[src/verilog/lidar_link_defines.vh]
// Purpose: Shared constants for the IO-Link status and teach-in block
// Assumes: 50 MHz clock, command values arrive as bytes
// Notes:   Times are kept in their own units; cycle counts derive in the top module
`ifndef LIDAR_LINK_DEFINES_VH
`define LIDAR_LINK_DEFINES_VH

// Command index and command values
`define CMD_INDEX         8'h02
`define CMD_TEACH_F1      8'h41
`define CMD_TEACH_F2      8'h42
`define CMD_RESTORE       8'h82
`define CMD_SAVE          8'hE1
`define CMD_CLR_CNT_F1    8'hE2
`define CMD_CLR_RES_F1    8'hE3
`define CMD_CLR_CNT_F2    8'hE5
`define CMD_CLR_RES_F2    8'hE6

// Status word layout
`define SW_OUT1_BIT       0
`define SW_OUT2_BIT       1
`define SW_LOWSPARE_LSB   2
`define SW_STATE_LSB      4
`define SW_STATE_MSB      7
`define SW_UPSPARE_LSB    8
`define SW_RESET          16'h0000

// Device state codes
`define DS_UNKNOWN        4'h0
`define DS_STARTUP        4'h1
`define DS_SERVICE_MODE   4'h2
`define DS_NORMAL         4'h3
`define DS_SUSPENDED      4'h4
`define DS_SVC_RECOMMEND  4'h5
`define DS_SVC_REQUIRED   4'h6
`define DS_RECOVERABLE    4'h7
`define DS_FATAL          4'h8

// Teach-in figures
`define CLK_HZ            50000000
`define CLEAR_WINDOW_S    8'h0F
`define FORM_TIME_S       8'h01
`define TEACH_DEFAULT_S   8'h1E
`define TEACH_MIN_S       8'h0A
`define BLINK_HALF_MS     250
`define FIELD_OFFSET_MM   16'h00FA
`define ANGLE_START_DEF   9'h19C
`define ANGLE_STOP_DEF    9'h064
`define ANGLE_BIAS        8'h64
`define ANGLE_COUNT       201

`endif

[src/verilog/sample_fifo.v]
// Purpose: Valid/ready FIFO for scan samples
// Assumes: Single clock, synchronous active-high reset
// Notes:   Output word comes from a register; one extra word of room in that register
`timescale 1ns/1ps
module sample_fifo #(
  parameter WIDTH = 25,
  parameter DEPTH = 32,
  parameter AW    = 5
) (
  // Clock and reset
  input  wire             clock,
  input  wire             rst,
  // Fill side
  input  wire             inValid,
  output reg              inReady,
  input  wire [WIDTH-1:0] inData,
  // Drain side
  output reg              outValid,
  input  wire             outReady,
  output reg  [WIDTH-1:0] outData
);
  reg  [WIDTH-1:0] mem [0:DEPTH-1];
  reg  [AW-1:0]    wrPtr_r;
  reg  [AW-1:0]    rdPtr_r;
  reg  [AW:0]      memCnt_r;
  reg  [AW:0]      memCnt_nxt;
  wire             wrFire;
  wire             load;

  assign wrFire = inValid & inReady;
  assign load   = (memCnt_r != {(AW+1){1'b0}}) & (~outValid | outReady);

  always @*
  begin
    memCnt_nxt = memCnt_r;
    if (wrFire & ~load)
      memCnt_nxt = memCnt_r + 1'b1;
    else if (load & ~wrFire)
      memCnt_nxt = memCnt_r - 1'b1;
  end

  always @(posedge clock)
  begin
    if (wrFire)
      mem[wrPtr_r] <= inData;
    if (load)
      outData <= mem[rdPtr_r];
  end

  always @(posedge clock)
  begin
    if (rst)
    begin
      wrPtr_r  <= {AW{1'b0}};
      rdPtr_r  <= {AW{1'b0}};
      memCnt_r <= {(AW+1){1'b0}};
      inReady  <= 1'b0;
      outValid <= 1'b0;
    end
    else
    begin
      if (wrFire)
        wrPtr_r <= (wrPtr_r == DEPTH-1) ? {AW{1'b0}} : wrPtr_r + 1'b1;
      if (load)
        rdPtr_r <= (rdPtr_r == DEPTH-1) ? {AW{1'b0}} : rdPtr_r + 1'b1;
      memCnt_r <= memCnt_nxt;
      // Registered ready: full is known one cycle ahead from the next count
      inReady  <= (memCnt_nxt != DEPTH);
      if (load)
        outValid <= 1'b1;
      else if (outReady)
        outValid <= 1'b0;
    end
  end
endmodule // sample_fifo

[src/verilog/lidar_link_status_teach.v]
// Purpose: Cyclic status word, command decode and field teach-in sequencing
// Assumes: All inputs synchronous to clock; limit store answers a read one cycle later
// Notes:   Field limits live outside; this block does the min-merge over its ports
//
// Operation
// - Send a sixteen-bit unsigned status word from sensor toward master.
// - Layout: spare byte 15..8, state 7..4, spare pair 3..2, outputs 1 and 0.
// - State codes: unknown 0, start-up 1, service 2, normal 3, suspended 4.
// - Codes: recommend 5, required 6, recoverable 7, fatal 8; nothing above 8.
// - Teach may start from the wired input, the tool or a command.
// - As delivered, teach activation comes from the wired teach input.
// - One field teaches at a time; wired teach targets field one.
// - Default teach angles span minus one hundred to plus one hundred degrees.
// - Teach lasts thirty seconds by default; durations under ten are rejected.
// - On start, blink green through a fifteen-second clearing window.
// - Field boundary is measured contour less a 250 mm offset.
// - While forming the field, green and red are lit together.
// - Keep each angle's minimum distance as its field limit.
// - Blink green while recording, steady green once recording finishes.
// - Command 65 teaches field one, command 66 teaches field two.
// - Command 225 commits taught fields to non-volatile storage.
// - Command 226 clears field one counter, 229 clears field two counter.
// - Command 227 clears field one result, 230 clears field two result.
// - Report service mode whenever no detection field is configured; start-up, faults and service required take priority over it.
`timescale 1ns/1ps
`include "lidar_link_defines.vh"
module lidar_link_status_teach #(
  parameter [31:0] SEC_CYCLES        = `CLK_HZ,
  parameter [31:0] BLINK_HALF_CYCLES = `BLINK_HALF_MS * (`CLK_HZ / 1000),
  parameter        FIFO_DEPTH        = 32,
  parameter        FIFO_AW           = 5
) (
  // Clock and reset
  input  wire              clock,
  input  wire              rst,
  // Command write from the link
  input  wire              cmdWrite,
  input  wire [7:0]        cmdIndex,
  input  wire [7:0]        cmdValue,
  // Cyclic status word
  output reg  [15:0]       statusWord,
  // Field evaluation and health
  input  wire              fieldHit1,
  input  wire              fieldHit2,
  input  wire              faultFatal,
  input  wire              faultRecoverable,
  input  wire              serviceRequired,
  input  wire              serviceRecommended,
  input  wire              suspendRequest,
  input  wire              storedFieldPresent,
  // Teach configuration and requests
  input  wire              teachRequestInput,
  input  wire              wiredTeachOff,
  input  wire              toolTeachStart,
  input  wire              toolTeachField,
  input  wire [7:0]        teachDurationCfg,
  input  wire              angleCfgEnable,
  input  wire signed [8:0] startAngleCfg,
  input  wire signed [8:0] stopAngleCfg,
  // Scan samples
  input  wire              sampleValid,
  output wire              sampleReady,
  input  wire signed [8:0] sampleAngle,
  input  wire [15:0]       sampleDist,
  // Field limit store
  output reg               limitRdEn,
  output reg  [7:0]        limitAddr,
  input  wire [15:0]       limitRdData,
  output reg               limitWrEn,
  output reg               limitWrField,
  output reg  [15:0]       limitWrData,
  // Switching outputs, indicators and status
  output reg               switchOutputOne,
  output reg               switchOutputTwo,
  output reg               ledGreen,
  output reg               ledRed,
  output reg               teachActive,
  output reg               teachField,
  output reg               durationRejected,
  output reg               saveStrobe,
  output reg               restoreStrobe,
  output reg  [15:0]       counterOne,
  output reg  [15:0]       counterTwo
);
  localparam [2:0] T_IDLE   = 3'h0;
  localparam [2:0] T_CLEAR  = 3'h1;
  localparam [2:0] T_FORM   = 3'h2;
  localparam [2:0] T_RECORD = 3'h3;

  reg  [2:0]        tState_r;
  reg  [2:0]        tState_nxt;
  reg               wiredSession_r;
  reg               teachInPrev_r;
  reg  [31:0]       secCnt_r;
  reg  [7:0]        secElapsed_r;
  reg  [31:0]       blinkCnt_r;
  reg               blink_r;
  reg               bootDone_r;
  reg               fieldCfg1_r;
  reg               fieldCfg2_r;
  reg               hitPrev1_r;
  reg               hitPrev2_r;
  reg  [1:0]        recPh_r;
  reg  [15:0]       cand_r;
  reg  [`ANGLE_COUNT-1:0] seen_r;
  reg  [3:0]        devState;
  reg  [15:0]       mergeVal;
  reg  [7:0]        effDur;
  reg               startReq;
  reg               startField;
  reg               startWired;

  wire              cmdHit;
  wire              secTick;
  wire              fifoValid;
  wire              fifoReady;
  wire [24:0]       fifoData;
  wire signed [8:0] fAngle;
  wire [15:0]       fDist;
  wire signed [8:0] angleLo;
  wire signed [8:0] angleHi;
  wire              recording;
  wire              inRange;

  // Counter step with the set-wins-over-clear policy
  function [15:0] count_step;
    input [15:0] cnt;
    input        inc;
    input        clr;
    begin
      if (clr)
        count_step = inc ? 16'h0001 : 16'h0000;
      else if (inc)
        count_step = cnt + 16'h0001;
      else
        count_step = cnt;
    end
  endfunction

  // Contour less offset, saturating at zero
  function [15:0] less_offset;
    input [15:0] d;
    begin
      less_offset = (d > `FIELD_OFFSET_MM) ? d - `FIELD_OFFSET_MM : 16'h0000;
    end
  endfunction

  assign cmdHit    = cmdWrite & (cmdIndex == `CMD_INDEX);
  assign secTick   = (secCnt_r == SEC_CYCLES - 1);
  assign fAngle    = fifoData[24:16];
  assign fDist     = fifoData[15:0];
  assign angleLo   = angleCfgEnable ? startAngleCfg : `ANGLE_START_DEF;
  assign angleHi   = angleCfgEnable ? stopAngleCfg : `ANGLE_STOP_DEF;
  assign inRange   = (fAngle >= angleLo) & (fAngle <= angleHi) &
                     (fAngle >= $signed(`ANGLE_START_DEF)) & (fAngle <= $signed(`ANGLE_STOP_DEF));
  assign recording = (tState_r == T_FORM) | (tState_r == T_RECORD);
  // Drain stalls during each read-merge-write so back-pressure reaches the source
  assign fifoReady = (recPh_r == 2'b00);

  sample_fifo #(
    .WIDTH    (25),
    .DEPTH    (FIFO_DEPTH),
    .AW       (FIFO_AW)
  ) u_sample_fifo (
    .clock    (clock),
    .rst      (rst),
    .inValid  (sampleValid),
    .inReady  (sampleReady),
    .inData   ({sampleAngle, sampleDist}),
    .outValid (fifoValid),
    .outReady (fifoReady),
    .outData  (fifoData)
  );

  // Teach start arbitration: command, then tool, then wired edge
  always @*
  begin
    startReq   = 1'b0;
    startField = 1'b0;
    startWired = 1'b0;
    if (cmdHit & (cmdValue == `CMD_TEACH_F1))
      startReq = 1'b1;
    else if (cmdHit & (cmdValue == `CMD_TEACH_F2))
    begin
      startReq   = 1'b1;
      startField = 1'b1;
    end
    else if (toolTeachStart)
    begin
      startReq   = 1'b1;
      startField = toolTeachField;
    end
    else if (~wiredTeachOff & teachRequestInput & ~teachInPrev_r)
    begin
      startReq   = 1'b1;
      startWired = 1'b1;
    end
  end

  // Durations below the minimum fall back to the default
  always @*
  begin
    if (teachDurationCfg < `TEACH_MIN_S)
      effDur = `TEACH_DEFAULT_S;
    else
      effDur = teachDurationCfg;
  end

  always @*
  begin
    tState_nxt = tState_r;
    case (tState_r)
      T_IDLE:
        if (startReq)
          tState_nxt = T_CLEAR;
      T_CLEAR:
        if (secTick & (secElapsed_r == `CLEAR_WINDOW_S - 8'h01))
          tState_nxt = T_FORM;
      T_FORM:
        if (secTick & (secElapsed_r == `FORM_TIME_S - 8'h01))
          tState_nxt = T_RECORD;
      T_RECORD:
        if (wiredSession_r ? ~teachRequestInput
                           : (secTick & (secElapsed_r >= effDur - 8'h01)))
          tState_nxt = T_IDLE;
      default:
        tState_nxt = T_IDLE;
    endcase
  end

  // Device state priority: start-up first, then faults, then service conditions
  always @*
  begin
    if (~bootDone_r)
      devState = `DS_STARTUP;
    else if (faultFatal)
      devState = `DS_FATAL;
    else if (faultRecoverable)
      devState = `DS_RECOVERABLE;
    else if (serviceRequired)
      devState = `DS_SVC_REQUIRED;
    else if (~(fieldCfg1_r | fieldCfg2_r | storedFieldPresent))
      devState = `DS_SERVICE_MODE;
    else if (suspendRequest)
      devState = `DS_SUSPENDED;
    else if (serviceRecommended)
      devState = `DS_SVC_RECOMMEND;
    else
      devState = `DS_NORMAL;
  end

  // Unseen angles take the candidate; seen ones keep the smaller value
  always @*
  begin
    if (~seen_r[limitAddr] | (cand_r < limitRdData))
      mergeVal = cand_r;
    else
      mergeVal = limitRdData;
  end

  always @(posedge clock)
  begin
    if (rst)
    begin
      tState_r         <= T_IDLE;
      wiredSession_r   <= 1'b0;
      teachInPrev_r    <= 1'b0;
      secCnt_r         <= 32'h00000000;
      secElapsed_r     <= 8'h00;
      blinkCnt_r       <= 32'h00000000;
      blink_r          <= 1'b0;
      bootDone_r       <= 1'b0;
      fieldCfg1_r      <= 1'b0;
      fieldCfg2_r      <= 1'b0;
      hitPrev1_r       <= 1'b0;
      hitPrev2_r       <= 1'b0;
      recPh_r          <= 2'b00;
      cand_r           <= 16'h0000;
      seen_r           <= {`ANGLE_COUNT{1'b0}};
      statusWord       <= `SW_RESET;
      limitRdEn        <= 1'b0;
      limitAddr        <= 8'h00;
      limitWrEn        <= 1'b0;
      limitWrField     <= 1'b0;
      limitWrData      <= 16'h0000;
      switchOutputOne  <= 1'b0;
      switchOutputTwo  <= 1'b0;
      ledGreen         <= 1'b0;
      ledRed           <= 1'b0;
      teachActive      <= 1'b0;
      teachField       <= 1'b0;
      durationRejected <= 1'b0;
      saveStrobe       <= 1'b0;
      restoreStrobe    <= 1'b0;
      counterOne       <= 16'h0000;
      counterTwo       <= 16'h0000;
    end
    else
    begin
      bootDone_r       <= 1'b1;
      teachInPrev_r    <= teachRequestInput;
      tState_r         <= tState_nxt;
      teachActive      <= (tState_nxt != T_IDLE);
      durationRejected <= (teachDurationCfg != 8'h00) & (teachDurationCfg < `TEACH_MIN_S);

      // Second prescaler restarts at every phase change so windows are whole seconds
      if (tState_nxt != tState_r)
      begin
        secCnt_r     <= 32'h00000000;
        secElapsed_r <= 8'h00;
      end
      else if (secTick)
      begin
        secCnt_r     <= 32'h00000000;
        secElapsed_r <= secElapsed_r + 8'h01;
      end
      else
        secCnt_r <= secCnt_r + 32'h00000001;

      if (blinkCnt_r == BLINK_HALF_CYCLES - 1)
      begin
        blinkCnt_r <= 32'h00000000;
        blink_r    <= ~blink_r;
      end
      else
        blinkCnt_r <= blinkCnt_r + 32'h00000001;

      if ((tState_r == T_IDLE) & startReq)
      begin
        teachField     <= startField;
        wiredSession_r <= startWired;
        seen_r         <= {`ANGLE_COUNT{1'b0}};
      end

      // A finished teach marks its field as configured
      if ((tState_r == T_RECORD) & (tState_nxt == T_IDLE))
      begin
        if (teachField)
          fieldCfg2_r <= 1'b1;
        else
          fieldCfg1_r <= 1'b1;
      end
      else if (cmdHit & (cmdValue == `CMD_RESTORE))
        fieldCfg1_r <= 1'b1;

      // Indicators; an error shown in red keeps green dark
      case (tState_r)
        T_CLEAR:
        begin
          ledGreen <= blink_r;
          ledRed   <= 1'b0;
        end
        T_FORM:
        begin
          ledGreen <= 1'b1;
          ledRed   <= 1'b1;
        end
        T_RECORD:
        begin
          ledGreen <= blink_r;
          ledRed   <= 1'b0;
        end
        default:
        begin
          ledGreen <= ~(faultFatal | faultRecoverable | serviceRequired);
          ledRed   <= faultFatal | faultRecoverable | serviceRequired;
        end
      endcase

      // Sample merge pipeline: pop, read, then write the smaller limit
      limitRdEn <= 1'b0;
      limitWrEn <= 1'b0;
      case (recPh_r)
        2'b00:
          if (fifoValid & recording & inRange)
          begin
            limitAddr <= fAngle[7:0] + `ANGLE_BIAS;
            cand_r    <= less_offset(fDist);
            limitRdEn <= 1'b1;
            recPh_r   <= 2'b01;
          end
        2'b01:
          recPh_r <= 2'b10;
        2'b10:
        begin
          limitWrEn         <= 1'b1;
          limitWrField      <= teachField;
          limitWrData       <= mergeVal;
          seen_r[limitAddr] <= 1'b1;
          recPh_r           <= 2'b00;
        end
        default:
          recPh_r <= 2'b00;
      endcase

      // Results: a hit in the clearing cycle keeps the result set
      hitPrev1_r      <= switchOutputOne;
      hitPrev2_r      <= switchOutputTwo;
      if (fieldHit1)
        switchOutputOne <= 1'b1;
      else if (cmdHit & (cmdValue == `CMD_CLR_RES_F1))
        switchOutputOne <= 1'b0;
      if (fieldHit2)
        switchOutputTwo <= 1'b1;
      else if (cmdHit & (cmdValue == `CMD_CLR_RES_F2))
        switchOutputTwo <= 1'b0;

      counterOne <= count_step(counterOne, switchOutputOne & ~hitPrev1_r,
                               cmdHit & (cmdValue == `CMD_CLR_CNT_F1));
      counterTwo <= count_step(counterTwo, switchOutputTwo & ~hitPrev2_r,
                               cmdHit & (cmdValue == `CMD_CLR_CNT_F2));

      saveStrobe    <= cmdHit & (cmdValue == `CMD_SAVE);
      restoreStrobe <= cmdHit & (cmdValue == `CMD_RESTORE);

      statusWord <= 16'h0000;
      statusWord[`SW_STATE_MSB:`SW_STATE_LSB] <= devState;
      statusWord[`SW_OUT2_BIT] <= switchOutputTwo;
      statusWord[`SW_OUT1_BIT] <= switchOutputOne;
    end
  end
endmodule // lidar_link_status_teach

[config.mk]
export PLATFORM = sky130hd
export DESIGN_NAME = lidar_link_status_teach
export DESIGN_NICKNAME = d
export VERILOG_FILES = /design/src/verilog/sample_fifo.v /design/src/verilog/lidar_link_status_teach.v
export VERILOG_INCLUDE_DIRS = /design/src /design/src/verilog
export SDC_FILE = /design/constraint.sdc
export NUM_CORES = 2
export LEC_CHECK = 0
export BUFFER_PORTS_ARGS = -buffer_cell sky130_fd_sc_hd__buf_2
export CAP_MARGIN = 0
export CORE_MARGIN = 1
export CORE_UTILIZATION = 40
export DETAILED_ROUTE_END_ITERATION = 6
export PLACE_DENSITY = 0.56
export REMOVE_ABC_BUFFERS = 1
export SETUP_SLACK_MARGIN = 0.5
export SKIP_LAST_GASP = 1
export SLEW_MARGIN = 20
export SYNTH_ARGS = -nofsm -noshare
export SYNTH_HDL_FRONTEND = slang
export SYNTH_SLANG_ARGS = --single-unit
[constraint.sdc]
create_clock -name clock -period 5.6 [get_ports clock]
set_clock_uncertainty 0.05 [all_clocks]
set_input_delay 1.68 -clock clock [delete_from_list [all_inputs] [get_ports clock]]
set_output_delay 1.68 -clock clock [all_outputs]
set_load 0.005 [all_outputs]
==> impl_metrics.toml <==
[route]
drt_iter0_drc = 2573
drtAntennaViolNets = 0
vias = 29200
wl_per_cell_microns = 24.1
drt_first_pass_iters = 6
via_per_inst = 5.57
remaining_drc_errors = 0
drt_wl_total_microns = 126000

[synth]
synth_top_area_share_pct = 49.8
synth_area_leaders = "edfxtp_1 50%, dfxtp_1 16%, mux4_2 13%"
synth_seq_area_share_pct = 65.6
synth_seq_cells = 1217
synth_area_sq_mm = 0.0497
synth_cell_types = 71
ys.flop_type = "edfxtp_1"
syn_area_per_cell_sq_um = 15.0
syn_inst = 3308
ys_async_sr_fraction_pct = 0
yosysTopAreaCell = "edfxtp_1"
ys_warn_count = 0
synth_enable_flop_cells = 825

[hold_path]
min_path_type = "flip-flop to flip-flop"
holdCritStartpoint = "secCnt_r[0]"
whs_path_depth = 1
min_to = "secCnt_r[0]"

[sta]
drv_slew = 0
min_period_ns = 4.36
tightest_slew_ns = 1.24
setup_viol = 0
fmax_mhz = 229
period_share_pct = 77.9
rsz0062_at_grt = "false"
maxSlewHeadroom_pct = 17.1
setup_tns_ns = 0
finalHoldViolCount = 0

[worst_setup_path]
end_kind = "flip-flop"
cp_slowest_cell = "clkinv_1"
ff2ff_path_depth = 12
path_max_fanout = 30
arrival_ns = 4.92
cp.depth = 12
rr_startpoint = "u_sample_fifo.memCnt_r[0]"
cp_top_family = "simple AND/OR/NAND/NOR gates"
cp.required_ns = 6.16
reg2reg_slack_ns = 1.24
cp_num_buf_inv = 2
crit_chain = "inv_1, ha_1, or3b_2, nor3_1, nand2b_1, clkinv_1, nand2_1, or4_1, nor3_1, a31oi_1, xor2_1, o41a_1"
critPathMostFrequentCell = "nor3_1"
reg2reg_to = "u_sample_fifo.inReady"
slowest_delay_ns = 0.93
crit_type = "flip-flop to flip-flop"
worst_setup_path_start_kind = "flip-flop"

[die]
pin_count = 185
fp.dieW_microns = 355
rows = 129
die_area_sq_mm = 0.126
die_h_microns = 355
coreArea_sq_mm = 0.123
start_util_pct = 40.3

[grt]
grt_pass1_wl_microns = 189000
grt_overflow_total = 0
grt_max_degree = 140
grt_pass1_vias = 28800
grt_usage_pct = 20.1
antenna_found_initial = 10

[clock_tree]
clk_latency_ns = 0.78
cts_buffers = 135
path_clk_slew_ns = 0.06
ctsResizeCount = 0
cts_setup_buffers = 0
cts_tree = "built"
cts.sinks = 1217
clk_path_buf_depth = 3
cts-root-buf = "clkbuf_16"
ctsHoldBuffers = 0
ctsHtreeMaxLevel = 4

[place]
place_congestion = 0.826
dpl.hpwl_microns = 75900
portBuffers = 174

[cells_and_area]
seqCellArea_sq_mm = 0.0326
areaGrowthSynthToFinish_pct = 14.9
multiInputGateArea_sq_mm = 0.0164
final_nets = 3655
drive_gt1_share_pct = 23.7
mostFrequentLayoutCell = "edfxtp_1"
fillers = 10800
mostFrequentLayoutCells = "825 x edfxtp_1, 385 x dfxtp_1, 374 x nor2_1"

[job]
drv_cap = 0

[pwr]
power.leakage_nw = 18.7
ir_drop_uv = 365
power_density_mw_per_mm2 = 381
power.total_w = 0.0218

[run_status]
outcome = "completed"
-- layout make-up --
class	instances	area share (%)
Antenna cell	3	0.0131
Clock buffer	177	6.40
Clock inverter	65	1.10
Inverter	41	0.269
Multi-Input combinational cell	1839	28.6
Sequential cell	1217	57.1
Tap cell	1637	3.58
Timing Repair Buffer	260	2.89
-- power breakdown --
part	internal [W]	switching [W]
registers	0.00982	0.000250
logic	0.00152	0.00158
clock network	0.00496	0.00364
-- through the flow --
stage	setup WS, ns	area [sq um]	hold slack (ns)	utilization, %	std cells
floorplan	-4.36	48800	0.367	-	3097
global placement	0.597	52800	0.396	42.8	4994
detailed placement	0.547	52900	0.403	42.8	4994
CTS	1.39	57100	0.412	46.3	5236
global route	0.800	57100	0.433	46.3	5236
finish	1.24	57200	0.410	46.3	5239
-- cells by family after synthesis --
kind of cell	after synthesis	share of synthesized area (%)
flops	1217	65.6
mux	340	14.3
compound gates	456	6.32
buf+inv	262	2.20
fa+ha+maj	61	1.53
other cells	1	0.00754
xor+xnor	116	2.04
simple gates	855	8.04
-- sequential cells by signal, indices dropped and copies added (netlist names), 8 cells and up --
name and flops:
counterTwo 16, limitWrData 16, seen_r 201, secCnt_r 32, u_sample_fifo.mem 800, limitAddr 8
blinkCnt_r 32, counterOne 16, cand_r 16, u_sample_fifo.outData 25, secElapsed_r 8
-- worst max-delay path by stage --
stage	start	to	slack, ns
floorplan	u_sample_fifo.rdPtr_r[0]	u_sample_fifo.outData[0]	-4.36
global placement	teachDurationCfg[7]	secCnt_r[1]	0.60
detailed placement	teachDurationCfg[7]	secCnt_r[19]	0.55
CTS	teachDurationCfg[7]	secCnt_r[1]	1.39
global route	u_sample_fifo.memCnt_r[0]	u_sample_fifo.inReady	0.80
finish	u_sample_fifo.memCnt_r[0]	u_sample_fifo.inReady	1.24
-- cells in the mapped netlist, drive strengths merged, types with 11 or more instances --
master / n
edfxtp: 825
nor2: 410
dfxtp: 392
mux4: 292
a22oi: 207
clkbuf: 176
nand2: 108
nor3: 81
a21oi: 72
xor2: 72
ha: 61
o21ai: 60
nand3: 57
buf: 45
xnor2: 44
inv: 39
nand4: 34
mux2: 33
nand2b: 26
nor2b: 25
a31oi: 23
and3: 21
nor4: 18
a31o: 16
mux2i: 15
and4: 13
a211oi: 12
a21o: 12
and2: 11
-- metal layers --
layer	global-route usage [%]	routed length, microns
met5	0	37
met3	3.96	8030
met4	5.27	2230
met1	28.4	56400
met2	31.7	59800
No activity file was read; power rests on OpenSTA's default activity.
